## src/pkg/pbd_pkg.sv

```systemverilog
// Shared constants and carrier types of the configuration window bank
package pbd_pkg;

    // Configuration dword offsets (byte addresses)
    localparam logic [7:0] PBD_OFS_MEM = 8'h10;
    localparam logic [7:0] PBD_OFS_IO = 8'h14;
    localparam logic [7:0] PBD_OFS_SDRAM = 8'h18;
    localparam logic [7:0] PBD_OFS_CIS = 8'h28;
    localparam logic [7:0] PBD_OFS_ROM = 8'h30;

    // Reset values
    localparam logic [31:0] PBD_RST_BASE = 32'h0000_0000;
    localparam logic [31:0] PBD_RD_ZERO = 32'h0000_0000;

    // Field positions
    localparam int PBD_MEM_GRP_BIT = 18;
    localparam int PBD_SDRAM_GRP_BIT = 31;
    localparam int PBD_ROM_GRP_BIT = 31;
    localparam int PBD_ROM_EN_BIT = 0;

    // Read-only low fields
    localparam logic [6:0] PBD_MEM_TYPE_PREF = 7'h08;
    localparam logic [6:0] PBD_MEM_TYPE_NONE = 7'h00;
    localparam logic [6:0] PBD_IO_TYPE = 7'h01;
    localparam logic [3:0] PBD_SDRAM_TYPE_PREF = 4'h8;
    localparam logic [3:0] PBD_SDRAM_TYPE_NONE = 4'h0;

    // Fixed never-compared low bits of each window, and the writable bits of the io window
    localparam logic [6:0] PBD_MEM_LOW_IGN = 7'h7f;
    localparam logic [31:0] PBD_IO_IGN = 32'h0000_007f;
    localparam logic [17:0] PBD_SDRAM_LOW_IGN = 18'h3ffff;
    localparam logic [19:0] PBD_ROM_LOW_IGN = 20'hfffff;
    localparam logic [31:0] PBD_IO_WRITABLE = 32'hffff_ff80;

    // Regions inside the control memory window
    localparam logic [31:0] PBD_CSR_LAST = 32'h0000_007c;
    localparam logic [31:0] PBD_ZERO_LAST = 32'h0000_0ffc;

    // Window indices
    localparam int PBD_WIN_MEM = 0;
    localparam int PBD_WIN_IO = 1;
    localparam int PBD_WIN_SDRAM = 2;
    localparam int PBD_WIN_ROM = 3;
    localparam int PBD_NWIN = 4;

    // Configuration access from the PCI target
    typedef struct packed {
        logic rd;
        logic wr;
        logic [7:0] offset;
        logic [3:0] byteEn;
        logic [31:0] data;
    } pbd_cfg_req_t;

    // Masks held by the local processor
    typedef struct packed {
        logic [31:0] mem;
        logic [31:0] sdram;
        logic [31:0] rom;
    } pbd_mask_t;

    // PCI address phase to decode
    typedef struct packed {
        logic valid;
        logic isIo;
        logic [31:0] addr;
    } pbd_acc_t;

    // Decode result
    typedef struct packed {
        logic valid;
        logic ctrlReg;
        logic zeroReg;
        logic sdramViaCtrl;
        logic io;
        logic sdram;
        logic rom;
        logic [31:0] offset;
    } pbd_hit_t;

endpackage

```

## src/hw/pbd_win_match.sv

```systemverilog
// Address compare of one window against its base
`timescale 1ns/100ps
module pbd_win_match (
    // Access
    input wire logic [31:0] addr,
    input wire logic enable,
    // Window
    input wire logic [31:0] base,
    input wire logic [31:0] ignore,
    // Result
    output logic hit,
    output logic [31:0] offset
);
    wire logic [31:0] diff;

    assign diff = (addr ^ base) & ~ignore;
    assign hit = enable && (diff == 32'h0000_0000);
    assign offset = addr & ignore;
endmodule // pbd_win_match

```

## src/hw/pbd_bar_bank.sv

```systemverilog
// Configuration window registers and PCI address decode
`timescale 1ns/100ps
module pbd_bar_bank (
    // Clock and reset
    input wire logic mclk,
    input wire logic sys_rst,
    // Configuration access
    input wire pbd_pkg::pbd_cfg_req_t cfgReq,
    output logic [31:0] cfgRdData,
    output logic cfgRdValid,
    output logic cfgClaim,
    // Masks from the local processor
    input wire pbd_pkg::pbd_mask_t winMask,
    // Command register enables
    input wire logic memSpaceEn,
    input wire logic ioSpaceEn,
    // Address decode
    input wire pbd_pkg::pbd_acc_t pciAcc,
    output pbd_pkg::pbd_hit_t pciHit
);
    import pbd_pkg::*;

    // Byte-lane merge of a configuration write
    function automatic logic [31:0] laneMerge(input logic [31:0] old, input logic [31:0] wdata,
                                              input logic [3:0] be);
        logic [31:0] res;
        res = old;
        for (int i = 0; i < 4; i++) begin
            if (be[i]) begin
                res[i*8 +: 8] = wdata[i*8 +: 8];
            end
        end
        return res;
    endfunction

    // Stored base values; masked bits are forced to zero on every read, type fields read their fixed codes
    logic [31:0] memBase;
    logic [31:0] ioBase;
    logic [31:0] sdramBase;
    logic [31:0] romBase;
    logic [31:0] next_memBase;
    logic [31:0] next_ioBase;
    logic [31:0] next_sdramBase;
    logic [31:0] next_romBase;

    // Ignored (not compared, read-only except the ROM enable bit) bit sets per window
    wire logic [31:0] memIgn;
    wire logic [31:0] sdramIgn;
    wire logic [31:0] romIgn;
    wire logic [31:0] memWrMask;
    wire logic [31:0] sdramWrMask;
    wire logic [31:0] romWrMask;

    assign memIgn = {4'h0, winMask.mem[27:18], {11{winMask.mem[PBD_MEM_GRP_BIT]}},
                     PBD_MEM_LOW_IGN};
    assign sdramIgn = {{4{winMask.sdram[PBD_SDRAM_GRP_BIT]}}, winMask.sdram[27:18],
                       PBD_SDRAM_LOW_IGN};
    assign romIgn = {{8{winMask.rom[PBD_ROM_GRP_BIT]}}, winMask.rom[23:20], PBD_ROM_LOW_IGN};

    assign memWrMask = ~memIgn;
    assign sdramWrMask = ~sdramIgn;
    assign romWrMask = ~romIgn | {31'h0, ~winMask.rom[PBD_ROM_GRP_BIT]};

    // Write decode
    wire logic wrMem;
    wire logic wrIo;
    wire logic wrSdram;
    wire logic wrRom;

    assign wrMem = cfgReq.wr && (cfgReq.offset == PBD_OFS_MEM);
    assign wrIo = cfgReq.wr && (cfgReq.offset == PBD_OFS_IO);
    assign wrSdram = cfgReq.wr && (cfgReq.offset == PBD_OFS_SDRAM);
    assign wrRom = cfgReq.wr && (cfgReq.offset == PBD_OFS_ROM);

    // Masking on write keeps read-only bits out of storage
    assign next_memBase = wrMem ? (laneMerge(memBase, cfgReq.data, cfgReq.byteEn) & memWrMask)
                                : memBase;
    assign next_ioBase = wrIo ? (laneMerge(ioBase, cfgReq.data, cfgReq.byteEn) & PBD_IO_WRITABLE)
                              : ioBase;
    assign next_sdramBase = wrSdram ? (laneMerge(sdramBase, cfgReq.data, cfgReq.byteEn) & sdramWrMask)
                                    : sdramBase;
    assign next_romBase = wrRom ? (laneMerge(romBase, cfgReq.data, cfgReq.byteEn) & romWrMask)
                                : romBase;

    always_ff @(posedge mclk) begin
        if (sys_rst) begin
            memBase <= PBD_RST_BASE;
            ioBase <= PBD_RST_BASE;
            sdramBase <= PBD_RST_BASE;
            romBase <= PBD_RST_BASE;
        end else begin
            memBase <= next_memBase;
            ioBase <= next_ioBase;
            sdramBase <= next_sdramBase;
            romBase <= next_romBase;
        end
    end

    // Read values; a mask raised after a write still hides the stored bit
    wire logic [31:0] memRd;
    wire logic [31:0] ioRd;
    wire logic [31:0] sdramRd;
    wire logic [31:0] romRd;
    wire logic [6:0] memType;
    wire logic [3:0] sdramType;

    assign memType = winMask.mem[PBD_MEM_GRP_BIT] ? PBD_MEM_TYPE_NONE : PBD_MEM_TYPE_PREF;
    assign sdramType = winMask.sdram[PBD_SDRAM_GRP_BIT] ? PBD_SDRAM_TYPE_NONE
                                                        : PBD_SDRAM_TYPE_PREF;
    assign memRd = {memBase[31:7] & memWrMask[31:7], memType};
    assign ioRd = {ioBase[31:7], PBD_IO_TYPE};
    assign sdramRd = {sdramBase[31:18] & sdramWrMask[31:18], 14'h0000, sdramType};
    assign romRd = {romBase[31:20] & romWrMask[31:20], 19'h00000,
                    romBase[PBD_ROM_EN_BIT] & romWrMask[PBD_ROM_EN_BIT]};

    wire logic ofsKnown;
    wire logic [31:0] rdMux;

    assign ofsKnown = (cfgReq.offset == PBD_OFS_MEM) || (cfgReq.offset == PBD_OFS_IO)
                      || (cfgReq.offset == PBD_OFS_SDRAM) || (cfgReq.offset == PBD_OFS_CIS)
                      || (cfgReq.offset == PBD_OFS_ROM);
    assign rdMux = (cfgReq.offset == PBD_OFS_MEM) ? memRd :
                   (cfgReq.offset == PBD_OFS_IO) ? ioRd :
                   (cfgReq.offset == PBD_OFS_SDRAM) ? sdramRd :
                   (cfgReq.offset == PBD_OFS_ROM) ? romRd :
                   PBD_RD_ZERO;

    // One cycle read answer; the data stands until the next read
    always_ff @(posedge mclk) begin
        if (sys_rst) begin
            cfgRdData <= PBD_RD_ZERO;
            cfgRdValid <= 1'b0;
            cfgClaim <= 1'b0;
        end else begin
            cfgRdValid <= cfgReq.rd;
            cfgClaim <= (cfgReq.rd || cfgReq.wr) && ofsKnown;
            if (cfgReq.rd) begin
                cfgRdData <= rdMux;
            end
        end
    end

    // Window compare, one instance per window
    logic [31:0] winBase [PBD_NWIN];
    logic [31:0] winIgn [PBD_NWIN];
    logic winEn [PBD_NWIN];
    logic winHit [PBD_NWIN];
    logic [31:0] winOfs [PBD_NWIN];

    // An all-masked SDRAM or ROM window would match everything, so it is closed
    assign winBase[PBD_WIN_MEM] = memBase;
    assign winIgn[PBD_WIN_MEM] = memIgn;
    assign winEn[PBD_WIN_MEM] = pciAcc.valid && !pciAcc.isIo && memSpaceEn;
    assign winBase[PBD_WIN_IO] = ioBase;
    assign winIgn[PBD_WIN_IO] = PBD_IO_IGN;
    assign winEn[PBD_WIN_IO] = pciAcc.valid && pciAcc.isIo && ioSpaceEn;
    assign winBase[PBD_WIN_SDRAM] = sdramBase;
    assign winIgn[PBD_WIN_SDRAM] = sdramIgn;
    assign winEn[PBD_WIN_SDRAM] = pciAcc.valid && !pciAcc.isIo && memSpaceEn
                                  && !winMask.sdram[PBD_SDRAM_GRP_BIT];
    assign winBase[PBD_WIN_ROM] = romBase;
    assign winIgn[PBD_WIN_ROM] = romIgn;
    assign winEn[PBD_WIN_ROM] = pciAcc.valid && !pciAcc.isIo && memSpaceEn
                                && romRd[PBD_ROM_EN_BIT];

    genvar w;
    generate
        for (w = 0; w < PBD_NWIN; w++) begin : g_win
            pbd_win_match u_match (
                .addr(pciAcc.addr),
                .enable(winEn[w]),
                .base(winBase[w]),
                .ignore(winIgn[w]),
                .hit(winHit[w]),
                .offset(winOfs[w])
            );
        end
    endgenerate

    // Region split of the control memory window
    wire logic [31:0] memOfs;
    wire logic inCsr;
    wire logic inZero;
    pbd_hit_t next_pciHit;

    assign memOfs = winOfs[PBD_WIN_MEM];
    assign inCsr = memOfs <= PBD_CSR_LAST;
    assign inZero = !inCsr && (memOfs <= PBD_ZERO_LAST);
    assign next_pciHit.valid = pciAcc.valid;
    assign next_pciHit.ctrlReg = winHit[PBD_WIN_MEM] && inCsr;
    assign next_pciHit.zeroReg = winHit[PBD_WIN_MEM] && inZero;
    assign next_pciHit.sdramViaCtrl = winHit[PBD_WIN_MEM] && !inCsr && !inZero;
    assign next_pciHit.io = winHit[PBD_WIN_IO];
    assign next_pciHit.sdram = winHit[PBD_WIN_SDRAM];
    assign next_pciHit.rom = winHit[PBD_WIN_ROM];
    assign next_pciHit.offset = winHit[PBD_WIN_MEM] ? memOfs :
                                winHit[PBD_WIN_IO] ? winOfs[PBD_WIN_IO] :
                                winHit[PBD_WIN_SDRAM] ? winOfs[PBD_WIN_SDRAM] :
                                winHit[PBD_WIN_ROM] ? winOfs[PBD_WIN_ROM] : 32'h0000_0000;

    always_ff @(posedge mclk) begin
        if (sys_rst) begin
            pciHit <= '0;
        end else begin
            pciHit <= next_pciHit;
        end
    end

    // Checks
    logic [7:0] rdOfsQ;
    logic [31:0] memIgnQ;
    logic [31:0] sdramIgnQ;
    logic memGrpQ;
    logic sdramGrpQ;
    logic romGrpQ;

    always_ff @(posedge mclk) begin
        if (sys_rst) begin
            rdOfsQ <= 8'h00;
            memIgnQ <= 32'h0000_0000;
            sdramIgnQ <= 32'h0000_0000;
            memGrpQ <= 1'b0;
            sdramGrpQ <= 1'b0;
            romGrpQ <= 1'b0;
        end else begin
            rdOfsQ <= cfgReq.offset;
            memIgnQ <= memIgn;
            sdramIgnQ <= sdramIgn;
            memGrpQ <= winMask.mem[PBD_MEM_GRP_BIT];
            sdramGrpQ <= winMask.sdram[PBD_SDRAM_GRP_BIT];
            romGrpQ <= winMask.rom[PBD_ROM_GRP_BIT];
        end
    end
endmodule // pbd_bar_bank

```

## config.mk

```make
export PLATFORM = sky130hd
export DESIGN_NAME = pbd_bar_bank
export DESIGN_NICKNAME = d
export VERILOG_FILES = /design/src/pkg/pbd_pkg.sv /design/src/hw/pbd_win_match.sv /design/src/hw/pbd_bar_bank.sv
export SDC_FILE = /design/constraint.sdc
export NUM_CORES = 1
export LEC_CHECK = 0
export BUFFER_PORTS_ARGS = -buffer_cell sky130_fd_sc_hd__buf_2
export CAP_MARGIN = 20
export CORE_MARGIN = 5
export CORE_UTILIZATION = 40
export DETAILED_ROUTE_END_ITERATION = 16
export GPL_TIMING_DRIVEN = 1
export PLACE_DENSITY = 0.7
export SYNTH_ARGS = -nofsm -noshare
export SYNTH_HDL_FRONTEND = slang
export SYNTH_HIERARCHICAL = 1
export SYNTH_SLANG_ARGS = --single-unit
```

## constraint.sdc

```tcl
create_clock -name mclk -period 2.3 [get_ports mclk]
set_clock_uncertainty 0.1 [all_clocks]
set_input_delay 0.115 -clock mclk [delete_from_list [all_inputs] [get_ports mclk]]
set_output_delay 0.115 -clock mclk [all_outputs]
set_load 0.01 [all_outputs]
```

==> results of run 1 <==
Yosys cell counts, types with 5 or more instances:
library cell	count
a211o_1	34
a21oi_1	81
a221oi_1	31
a22oi_1	8
a311oi_1	19
a31oi_1	7
a32o_1	8
a32oi_1	6
and2_1	125
buf_2	5
buf_4	9
clkbuf_1	52
dfxtp_1	145
inv_1	47
mux2i_1	24
nand2_1	95
nand2b_1	5
nand3_1	16
nand3b_1	6
nand4_1	16
nand4b_1	10
nor2_1	113
nor2b_1	8
nor3_2	9
nor3b_1	9
nor4_1	5
o2111ai_1	6
o21ai_0	41
o22ai_1	58
xnor2_1	128
repair_timing:
action / 4_1_cts / 5_1_grt
pin swaps: 0 / 10
hold buffers: 54 / 0
gates cloned: 0 / 2
setup endpoints to repair: 19 / 33
buffers inserted: 0 / 3
resized for setup: 3 / 44
endpoints found under the hold margin: 82 / 0
worst max-delay path by stage:
| stage | start | end | slack [ns] | depth (start not counted) |
|---|---|---|---|---|
| 3_3_place_gp | pciAcc[33] | pciHit[15] | -0.12 | 13 |
| 5_1_grt | romBase[21] | pciHit[11] | -0.14 | 10 |
| 3_5_place_dp | pciAcc[33] | pciHit[15] | -0.14 | 14 |
| 4_1_cts | romBase[21] | pciHit[15] | 0.002 | 10 |
| 6_report | sdramBase[27] | pciHit[0] | 0.0004 | 10 |
| 2_1_floorplan | memSpaceEn | pciHit[0] | 0.04 | 12 |
layer usage:
| layer | wire length, um | global-route usage [%] | vias up |
|---|---|---|---|
| li1 | - | - | 4962 |
| met1 | 15310 | 35.56 | 4624 |
| met2 | 15760 | 39.10 | 489 |
| met3 | 3104 | 4.693 | 52 |
| met4 | 869 | 8.845 | 0 |
| met5 | 0 | 0 | - |
worst register-to-register path, cell delays in order (launching register included):
cell and delay, ns:
dfxtp_2 0.36, xnor2_1 0.12, o22ai_1 0.11, nor3_2 0.21, nand3_2 0.12, nor3_4 0.35, buf_6 0.19, buf_12 0.14
a221oi_1 0.09, a211o_1 0.27, a21oi_1 0.17
cell usage in the layout, fill, tap and decap left out, types with 5 or more instances in the layout:
cell           netlist  routed
a211o_1             34      34
a21oi_1             81      73
a21oi_2              0       8
a221oi_1            31      30
a22oi_1              8       8
a311oi_1            19      19
a31oi_1              7       7
a32o_1               8       8
a32oi_1              6       6
and2_1             125     125
buf_12               0      13
buf_2                5     171
buf_4                9      56
clkbuf_16            0      18
conb_1               2     218
dfxtp_1            145     132
dfxtp_2              0      11
dlygate4sd3_1        0      54
inv_1               47      47
mux2i_1             24      24
nand2_1             95      95
nand2b_1             5       5
nand3_1             16      15
nand3b_1             6       6
nand4_1             16      16
nand4b_1            10      10
nor2_1             113     111
nor2b_1              8       7
nor3_2               9       6
nor3_4               2       5
nor3b_1              9       8
nor4_1               5       5
o21ai_0             41      41
o22ai_1             58      55
xnor2_1            128     121
xnor2_2              0       7
cell type report:
cell class	count	area, um^2
fillers	2183	10130
clock inverters	11	132.6
well taps	319	399.1
flip-flops and latches	145	2924
repair buffers	298	2136
multi-input cells	1142	7056
diodes	3	7.507
clock buffers	19	442.9
inverters	47	176.4
logic make-up (layout without fill, tap and decap cells):
family,after synthesis,count (layout)
AND/OR/NAND/NOR,456,456
AO/OA/AOI/OAI,316,316
flip-flops,145,145
XOR/XNOR,128,128
buffers and inverters,117,375
multiplexers,24,24
other,2,221
state kept, by name (all words and copies together) (netlist names):
signal      count
cfgClaim        1
cfgRdData      27
cfgRdValid      1
ioBase         25
memBase        25
pciHit         39
romBase        13
sdramBase      14
per-stage QoR:
stage | hold slack, ns | setup TNS, ns
after floorplan | 0.1432 | 0
after global placement | 0.2537 | -2.168
after detailed placement | 0.2584 | -2.754
after CTS | 0.02763 | 0
after global routing | 0.06581 | -2.463
final | 0.04293 | 0
where the power goes:
part           internal (W)  switching (W)
Clock               0.00163        0.00120
Combinational      0.000444       0.000613
Sequential          0.00253      0.0000114
Total               0.00460        0.00182
==> reports/results.ini, run 1 <==
[drt]
drc_errors=0
ant_nets=0
vias_per_cell=5.104
vias=10127
drt_pass1_iterations=5
drt-total-wl_mm=35.05
drt_iter0_drc=964
routedWlPerCell_um=17.67

[synthesis]
yosysTopAreaCell=dfxtp_1
synth_top_family_by_area=simple AND/OR/NAND/NOR gates
synth-seq-cells=145
synth_top_area_share_pct=30.70
synth_ff_type=dfxtp_1
synth_xor_area_share_pct=11.86
syn_inst=1188
synth.avg_cell_area_um2=7.959
synth-edff-count=0
async_flop_share_pct=0
synthSimpleGateAreaFrac_pct=26.93
ys_warn_count=6
syn_area_um2=9455
synthMuxAreaShare_pct=2.541
synth.area.top_cells=dfxtp_1 31%, xnor2_1 12%, and2_1 8.3%
synth_adder_area_share_pct=0
yosys.cell_types.count=59
yosysSeqAreaShare_pct=30.70
synth_compound_area_share_pct=22.65

[critical_path]
cp_max_fo=12
crit_path_max_incr_delay_ns=0.36
worst_r2r_endpoint=pciHit[0]
crit_chain=xnor2_1 > o22ai_1 > nor3_2 > nand3_2 > nor3_4 > buf_6 > buf_12 > a221oi_1 > a211o_1 > a21oi_1
r2r-start=sdramBase[27]
critical_path_class=flip-flop to flip-flop
arrival_ns=2.56
endpoint_kind=flip-flop
cp_top_family=simple AND/OR/NAND/NOR gates
worstPathRequired_ns=2.56
r2r_slack_ns=0.0004
startpoint_type=flip-flop
cp_slowest_cell=dfxtp_2
ff2ff_path_depth=10
path_buf_inv=2

[placed_design]
place_area_um2=11910
dp_hpwl_mm=25.97
io_buffers=171
dp.cells=1892
post-place-ws_ns=-0.1439
routabilityCongestion=0.9487

[power]
p_per_area_nw_per_um2=484.1
power.leakage_nw=5.339
ir_drop_v=0.0004570
p_total_w=0.006426

[layout]
utilization_pct=56.72
area_growth_pct=40.39
instances_no_fill=1984
drive_gt1_share_pct=20.52
design_area_um2=13270
final_nets=1831

[floorplan]
io_pins=253
core_area_um2=23400
rows=56
die-area_um2=26810
die_w_um=163.7
die_y_um=163.7
start_util_pct=40.40

[clock_tree]
cts_inserted_buffers=17
cts.sinks=145
clock_latency_ns=0.43
clock_path_buffers=2
clkTransAtPathRegs_ns=0.07
cts_root_buffer=clkbuf_16
cts_tree=done
cts-htree-levels=4

[timing]
max_slew_margin_pct=35.17
rsz0062_at_grt=yes
hold_viol=0
setup_viol=0
timing.fmax_ghz=0.4349
period_share_pct=99.98
finalMaxSlewViolations=0
period_needed_ns=2.300
setup_slack_ns=0.0004017
worst_pin_slew_ns=0.9715

[min_path]
hold_end=cfgRdData[29]
worstHoldStart=cfgReq[39]
whs_path_depth=3
worstHoldPathType=input port to flip-flop

[run]
maxCapViolations=0

[grt]
antenna_found_initial=3
gr-total-overflow=0
grt_pass1_vias=9487
grt_max_degree=47
track_usage_pct=25.35
grt_pass1_wl_mm=53.03

[run_status]
status=complete, no violations

Note: power is estimated with default switching activity, not from simulation.
==> run 2, diff against run 1 <==
Clock period 2.3 ns to 1.9 ns, I/O delays scaled along.
==> run 2 against run 1 <==
  * The run now ends with setup timing left
  * Register-to-register slack got worse by 0.37 ns
  * Sequential cell count unchanged
  * Utilization increased by 5.9 points
==> reports/results.ini, run 2 (synthesis results as in run 1) <==
[layout]
mostFrequentLayoutCells=218 x conb_1, 204 x buf_4, 170 x buf_2, 125 x and2_1, 122 x dfxtp_1
utilization_pct=62.64
largest_reg_flops=39
regMostFlops=pciHit
layout_commonest_cell=conb_1
n_fill_cell=2026
reg.largest.list=pciHit (39), cfgRdData (27)
design_area_um2=14660
final_nets=1970
drive_gt1_share_pct=30.39
area_growth_pct=55.05

[floorplan]
rows=56
die_w_um=163.7
die_y_um=163.7
start_util_pct=40.40
die-area_um2=26810
io_pins=253
core_area_um2=23400

[clock_tree]
clkTransAtPathRegs_ns=0.06
cts_inserted_buffers=17
clock_path_buffers=2
cts_root_buffer=clkbuf_16
clock_latency_ns=0.44
cts-htree-levels=4
cts.sinks=145
cts_tree=done

[min_path]
worstHoldPathType=input port to flip-flop
whs_path_depth=5

[placed_design]
dp_hpwl_mm=29.14
place_area_um2=13190
io_buffers=171
routabilityCongestion=0.9350

[critical_path]
endpoint_kind=flip-flop
startpoint_type=flip-flop
ff2ff_path_depth=11
critical_path_class=flip-flop to flip-flop
worstPathRequired_ns=2.10
arrival_ns=2.46
cp_max_fo=8

[timing]
rsz0062_at_grt=yes
period_share_pct=119.2
hold_viol=0
finalMaxSlewViolations=0
timing.fmax_ghz=0.4415
period_needed_ns=2.265
setup_viol=34
setup_slack_ns=-0.3649
fin_tns_setup_ns=-10.37

[drt]
vias_per_cell=5.195
ant_nets=0
wl_met2_mm=17.90
drt_pass1_iterations=6
wl_met3_mm=3.224
drt-total-wl_mm=38.80
m1WireLength_mm=16.74
vias=11030
highest_layer=met4
drt_iter0_drc=1231
drc_errors=0
routedWlPerCell_um=18.28

[grt]
antenna_found_initial=0
gr-total-overflow=0
grt_pass1_vias=10541
grt_max_degree=39
grt_pass1_wl_mm=59.07
track_usage_pct=28.39

[power]
p_per_area_nw_per_um2=545.3
power.leakage_nw=6.279
ir_drop_v=0.0004265

[run_status]
status=complete, but fails checks
violations=setup timing

[run]
maxCapViolations=0

[run 2: power breakdown]
part | switching [W] | internal (W) | total (W) | leakage (nW)
logic | 0.000833 | 0.000616 | 0.00145 | 4.82
registers | 0.0000136 | 0.00306 | 0.00307 | 1.18
clock network | 0.00151 | 0.00196 | 0.00347 | 0.279
[run 2: routing by layer]
layer	up-vias	GRT usage (%)
met5	-	0
met4	0	8.387
met3	66	5.144
met2	556	45.68
met1	5167	38.98
li1	5241	-
[run 2: area by class of cell]
cell class	instances	area (um^2)	area share, %
tap	319	399.1	2.723
clock inverter	14	153.9	1.050
antenna	1	2.502	0.01707
timing repair buffer	437	3192	21.77
clock buffer	18	429.2	2.927
multi-input combinational	1142	7371	50.28
sequential	145	2937	20.03
inverter	47	176.4	1.203
[run 2: critical path: stages (launching register included)]
cell and delay, ns:
dfxtp_2 0.34, xnor2_1 0.18, o22ai_1 0.13, nor2_1 0.11, nand2_1 0.12, nor3_4 0.34
nor2b_4 0.11, buf_6 0.14, buf_12 0.14, a221oi_4 0.22, a211o_1 0.14, a21oi_2 0.05
[run 2: path summary, 6_finish.rpt]
kind / startpoint / endpoint / slack, ns
worst max-delay path: sdramBase[31] / pciHit[20] / -0.36
worst min-delay path: winMask[56] / sdramBase[24] / 0.01
worst max register to register: sdramBase[31] / pciHit[20] / -0.36
worst min register to register: cfgRdData[11] / cfgRdData[11] / 0.38
[run 2: repair_timing]
action,4_1_cts,5_1_grt
hold buffers,42,0
setup endpoints to repair,36,37
pin swaps,35,10
setup buffers,7,7
hold endpoints to repair,81,0
gates cloned,1,1
resized for setup,34,38
[run 2: through the flow]
| step | setup WS (ns) | hold slack, ns | power [W] | std cells |
|---|---|---|---|---|
| 3_3_place_gp | -0.3352 | 0.2339 | 0.004405 | 2034 |
| 4_1_cts | -0.3144 | 0.002384 | 0.007923 | 2116 |
| 6_report | -0.3649 | 0.009667 | 0.007994 | 2123 |
| 2_1_floorplan | -0.04944 | 0.1232 | 0.003820 | 1404 |
| 5_1_grt | -0.4472 | 0.02952 | 0.008266 | 2122 |
| 3_5_place_dp | -0.3901 | 0.2555 | 0.004421 | 2034 |
==> run 3, diff against run 2 <==
Settings changed: ABC_AREA set to 1, CORE_UTILIZATION 40 to 50, PLACE_DENSITY 0.7 to 0.82, SETUP_SLACK_MARGIN set to 0.02.
==> run 3 against run 2 <==
  * The flow still finishes with violations (setup timing)
  * Cell area up 5.5%
  * Area after synthesis grew 15%
  * Fmax is 13% higher
  * Largest cell class unchanged
==> reports/results.ini, run 3 <==
[floorplan]
rows=54
die_y_um=157.6
start_util_pct=50.41
die_w_um=157.6
core_area_um2=21620
io_pins=253
die-area_um2=24850

[clock_tree]
cts_root_buffer=clkbuf_16
cts_inserted_buffers=17
cts_tree=done
clkTransAtPathRegs_ns=0.07
cts-htree-levels=4
clock_path_buffers=2
clock_latency_ns=0.44
cts.sinks=145

[critical_path]
crit_path_max_incr_delay_ns=0.40
critical_path_class=flip-flop to flip-flop
ff2ff_path_depth=10
crit_start=romBase[20]
arrival_ns=2.26
cp_max_fo=4
crit_chain=xnor2_1 > o21ai_1 > nor2_1 > nand3_4 > nor2_4 > clkbuf_16 > nand3_2 > nand2_1 > o211ai_1 > o21ai_1
endpoint=pciHit[30]
r2r-start=romBase[20]
worst_r2r_endpoint=pciHit[30]
crit_top_cell=o21ai_1
cp_slowest_cell=dfxtp_1
r2r_slack_ns=-0.1
startpoint_type=flip-flop
worstPathRequired_ns=2.16
endpoint_kind=flip-flop

[grt]
grt_pass1_wl_mm=66.86
gr-total-overflow=0
grtUsageMet2_pct=56.95
grt-busiest-layer=met2
grt_pass1_vias=12895
track_usage_pct=34.35
groute.layer.met1.usage_pct=42.71
met3_usage_pct=8.365
antenna_found_initial=0
grt_max_degree=37

[timing]
finalMaxSlewViolations=0
worst_pin_slew_ns=0.5916
max_slew_margin_pct=60.52
period_share_pct=105.3
hold_viol=0
timing.hold.ws_ns=0.009895
period_needed_ns=2.000
setup_viol=25
rsz0062_at_grt=yes
timing.fmax_ghz=0.5000
setup_slack_ns=-0.09981

[drt]
drc_errors=0
ant_nets=0
drt_iter0_drc=1398
vias=13937
routedWlPerCell_um=15.55
drt_pass1_iterations=9
vias_per_cell=4.951
drt-total-wl_mm=43.78

[synthesis]
synth-edff-count=0
synth_top_area_share_pct=26.64
post-synth-top-count-cell=nand2_1
synth-seq-cells=145
ys_warn_count=6
yosysSeqAreaShare_pct=26.64
syn_area_um2=10900
synth_top_cells_by_count=540 x nand2_1, 360 x inv_1, 252 x nor2_1
async_flop_share_pct=0
synth.avg_cell_area_um2=5.626
yosys.cell_types.count=43
yosysTopAreaCell=dfxtp_1
synth_ff_type=dfxtp_1
synth.area.top_cells=dfxtp_1 27%, nand2_1 19%, inv_1 12%
syn_inst=1937

[placed_design]
io_buffers=171
post-place-ws_ns=-0.3015
place_area_um2=13970
dp_hpwl_mm=32.34
routabilityCongestion=1.033
dp.cells=2730

[layout]
regMostFlops=pciHit
utilization_pct=71.55
multiInputGateArea_um2=7397
mostFrequentLayoutCells=527 x nand2_1, 352 x inv_1, 263 x conb_1, 232 x nor2_1, 169 x buf_2
seqCellArea_um2=2949
largest_reg_flops=39
drive_gt1_share_pct=19.84
reg.largest.list=pciHit (39), cfgRdData (27)
n_antenna_cell=0
area_growth_pct=41.95
instances_no_fill=2815
final_nets=2702
n_fill_cell=1860
design_area_um2=15470
layout_commonest_cell=nand2_1

[run_status]
violations=setup timing
status=complete, but fails checks

[power]
power.leakage_nw=8.784
ir_drop_v=0.0005574
p_per_area_nw_per_um2=530.3

[min_path]
worstHoldPathType=input port to flip-flop

[run]
maxCapViolations=0

run 3: cell types whose count changed in the layout (fill, tap and decap cells not counted), moves of 94 or more:
cell / delta
and2_1: -125
nand3_1: +101
nor2_1: +123
xnor2_1: -94
inv_1: +305
nand2_1: +432
run 3: per-stage QoR:
| step | setup TNS, ns | power, W |
|---|---|---|
| finish | -1.037 | 0.008203 |
| global route | -3.514 | 0.008539 |
| CTS | 0 | 0.008099 |
| detailed placement | -8.546 | 0.004515 |
| global placement | -7.798 | 0.004492 |
| floorplan | 0 | 0.003879 |
run 3: kinds of logic (layout without fill, tap and decap cells):
family / Yosys count / after routing / synth area share [%]
buffers and inverters: 464 / 801 / 16.81
and+or+nand+nor: 1012 / 1012 / 40.29
other: 2 / 263 / 0.06891
AOI/OAI and AO/OA: 298 / 298 / 14.91
xor gates and xnor gates: 16 / 16 / 1.286
DFF: 145 / 145 / 26.64
run 3: worst min path at each step:
stage                     start             to  slack, ns  depth (start not counted)
floorplan            cfgReq[14]    memBase[14]       0.13                          2
global placement     cfgReq[12]    memBase[12]       0.24                          3
detailed placement    cfgReq[9]     memBase[9]       0.25                          3
CTS                   pciAcc[0]      pciHit[0]      0.003                          5
global route        winMask[52]  sdramBase[20]       0.01                          4
finish                pciAcc[0]      pciHit[0]       0.01                          5
run 3: routing by layer:
layer / vias to the layer above / wire (um) / part of all wire, %
li1: 6873 / - / -
met1: 6075 / 16930 / 39
met2: 835 / 20100 / 46
met3: 154 / 4810 / 11
met4: 0 / 1939 / 4.4
met5: - / 0 / 0
run 3: area by class of cell:
cell class / count / area share, %
clock buffer: 17 / 2.750
sequential: 145 / 19.06
clock inverter: 15 / 1.116
tap: 280 / 2.265
inverter: 400 / 9.754
timing repair buffer: 369 / 17.24
multi-input combinational: 1589 / 47.82
run 3: where the power goes:
| part | leakage [nW] | switching, W | total (W) | internal [W] |
|---|---|---|---|---|
| clock | 0.295 | 0.00157 | 0.00355 | 0.00198 |
| sequential | 1.19 | 0.0000145 | 0.00308 | 0.00306 |
| combinational | 7.30 | 0.00101 | 0.00158 | 0.000565 |
| total | 8.78 | 0.00259 | 0.00820 | 0.00561 |
run 3: critical path, delay by kind of cell (launching register included):
family,cells,cell delay (ns)
AOI/OAI and AO/OA,3,0.33
xor gates and xnor gates,1,0.14
buffers and inverters,1,0.22
DFF,1,0.40
and+or+nand+nor,5,0.74
run 3: timing repair:
item / in CTS / in global routing
setup endpoints to repair: 33 / 36
hold buffers: 47 / 0
pin swaps: 13 / 38
cloned: 1 / 2
gates resized for setup: 54 / 78
hold endpoints to repair: 75 / 0
buffers inserted: 1 / 2
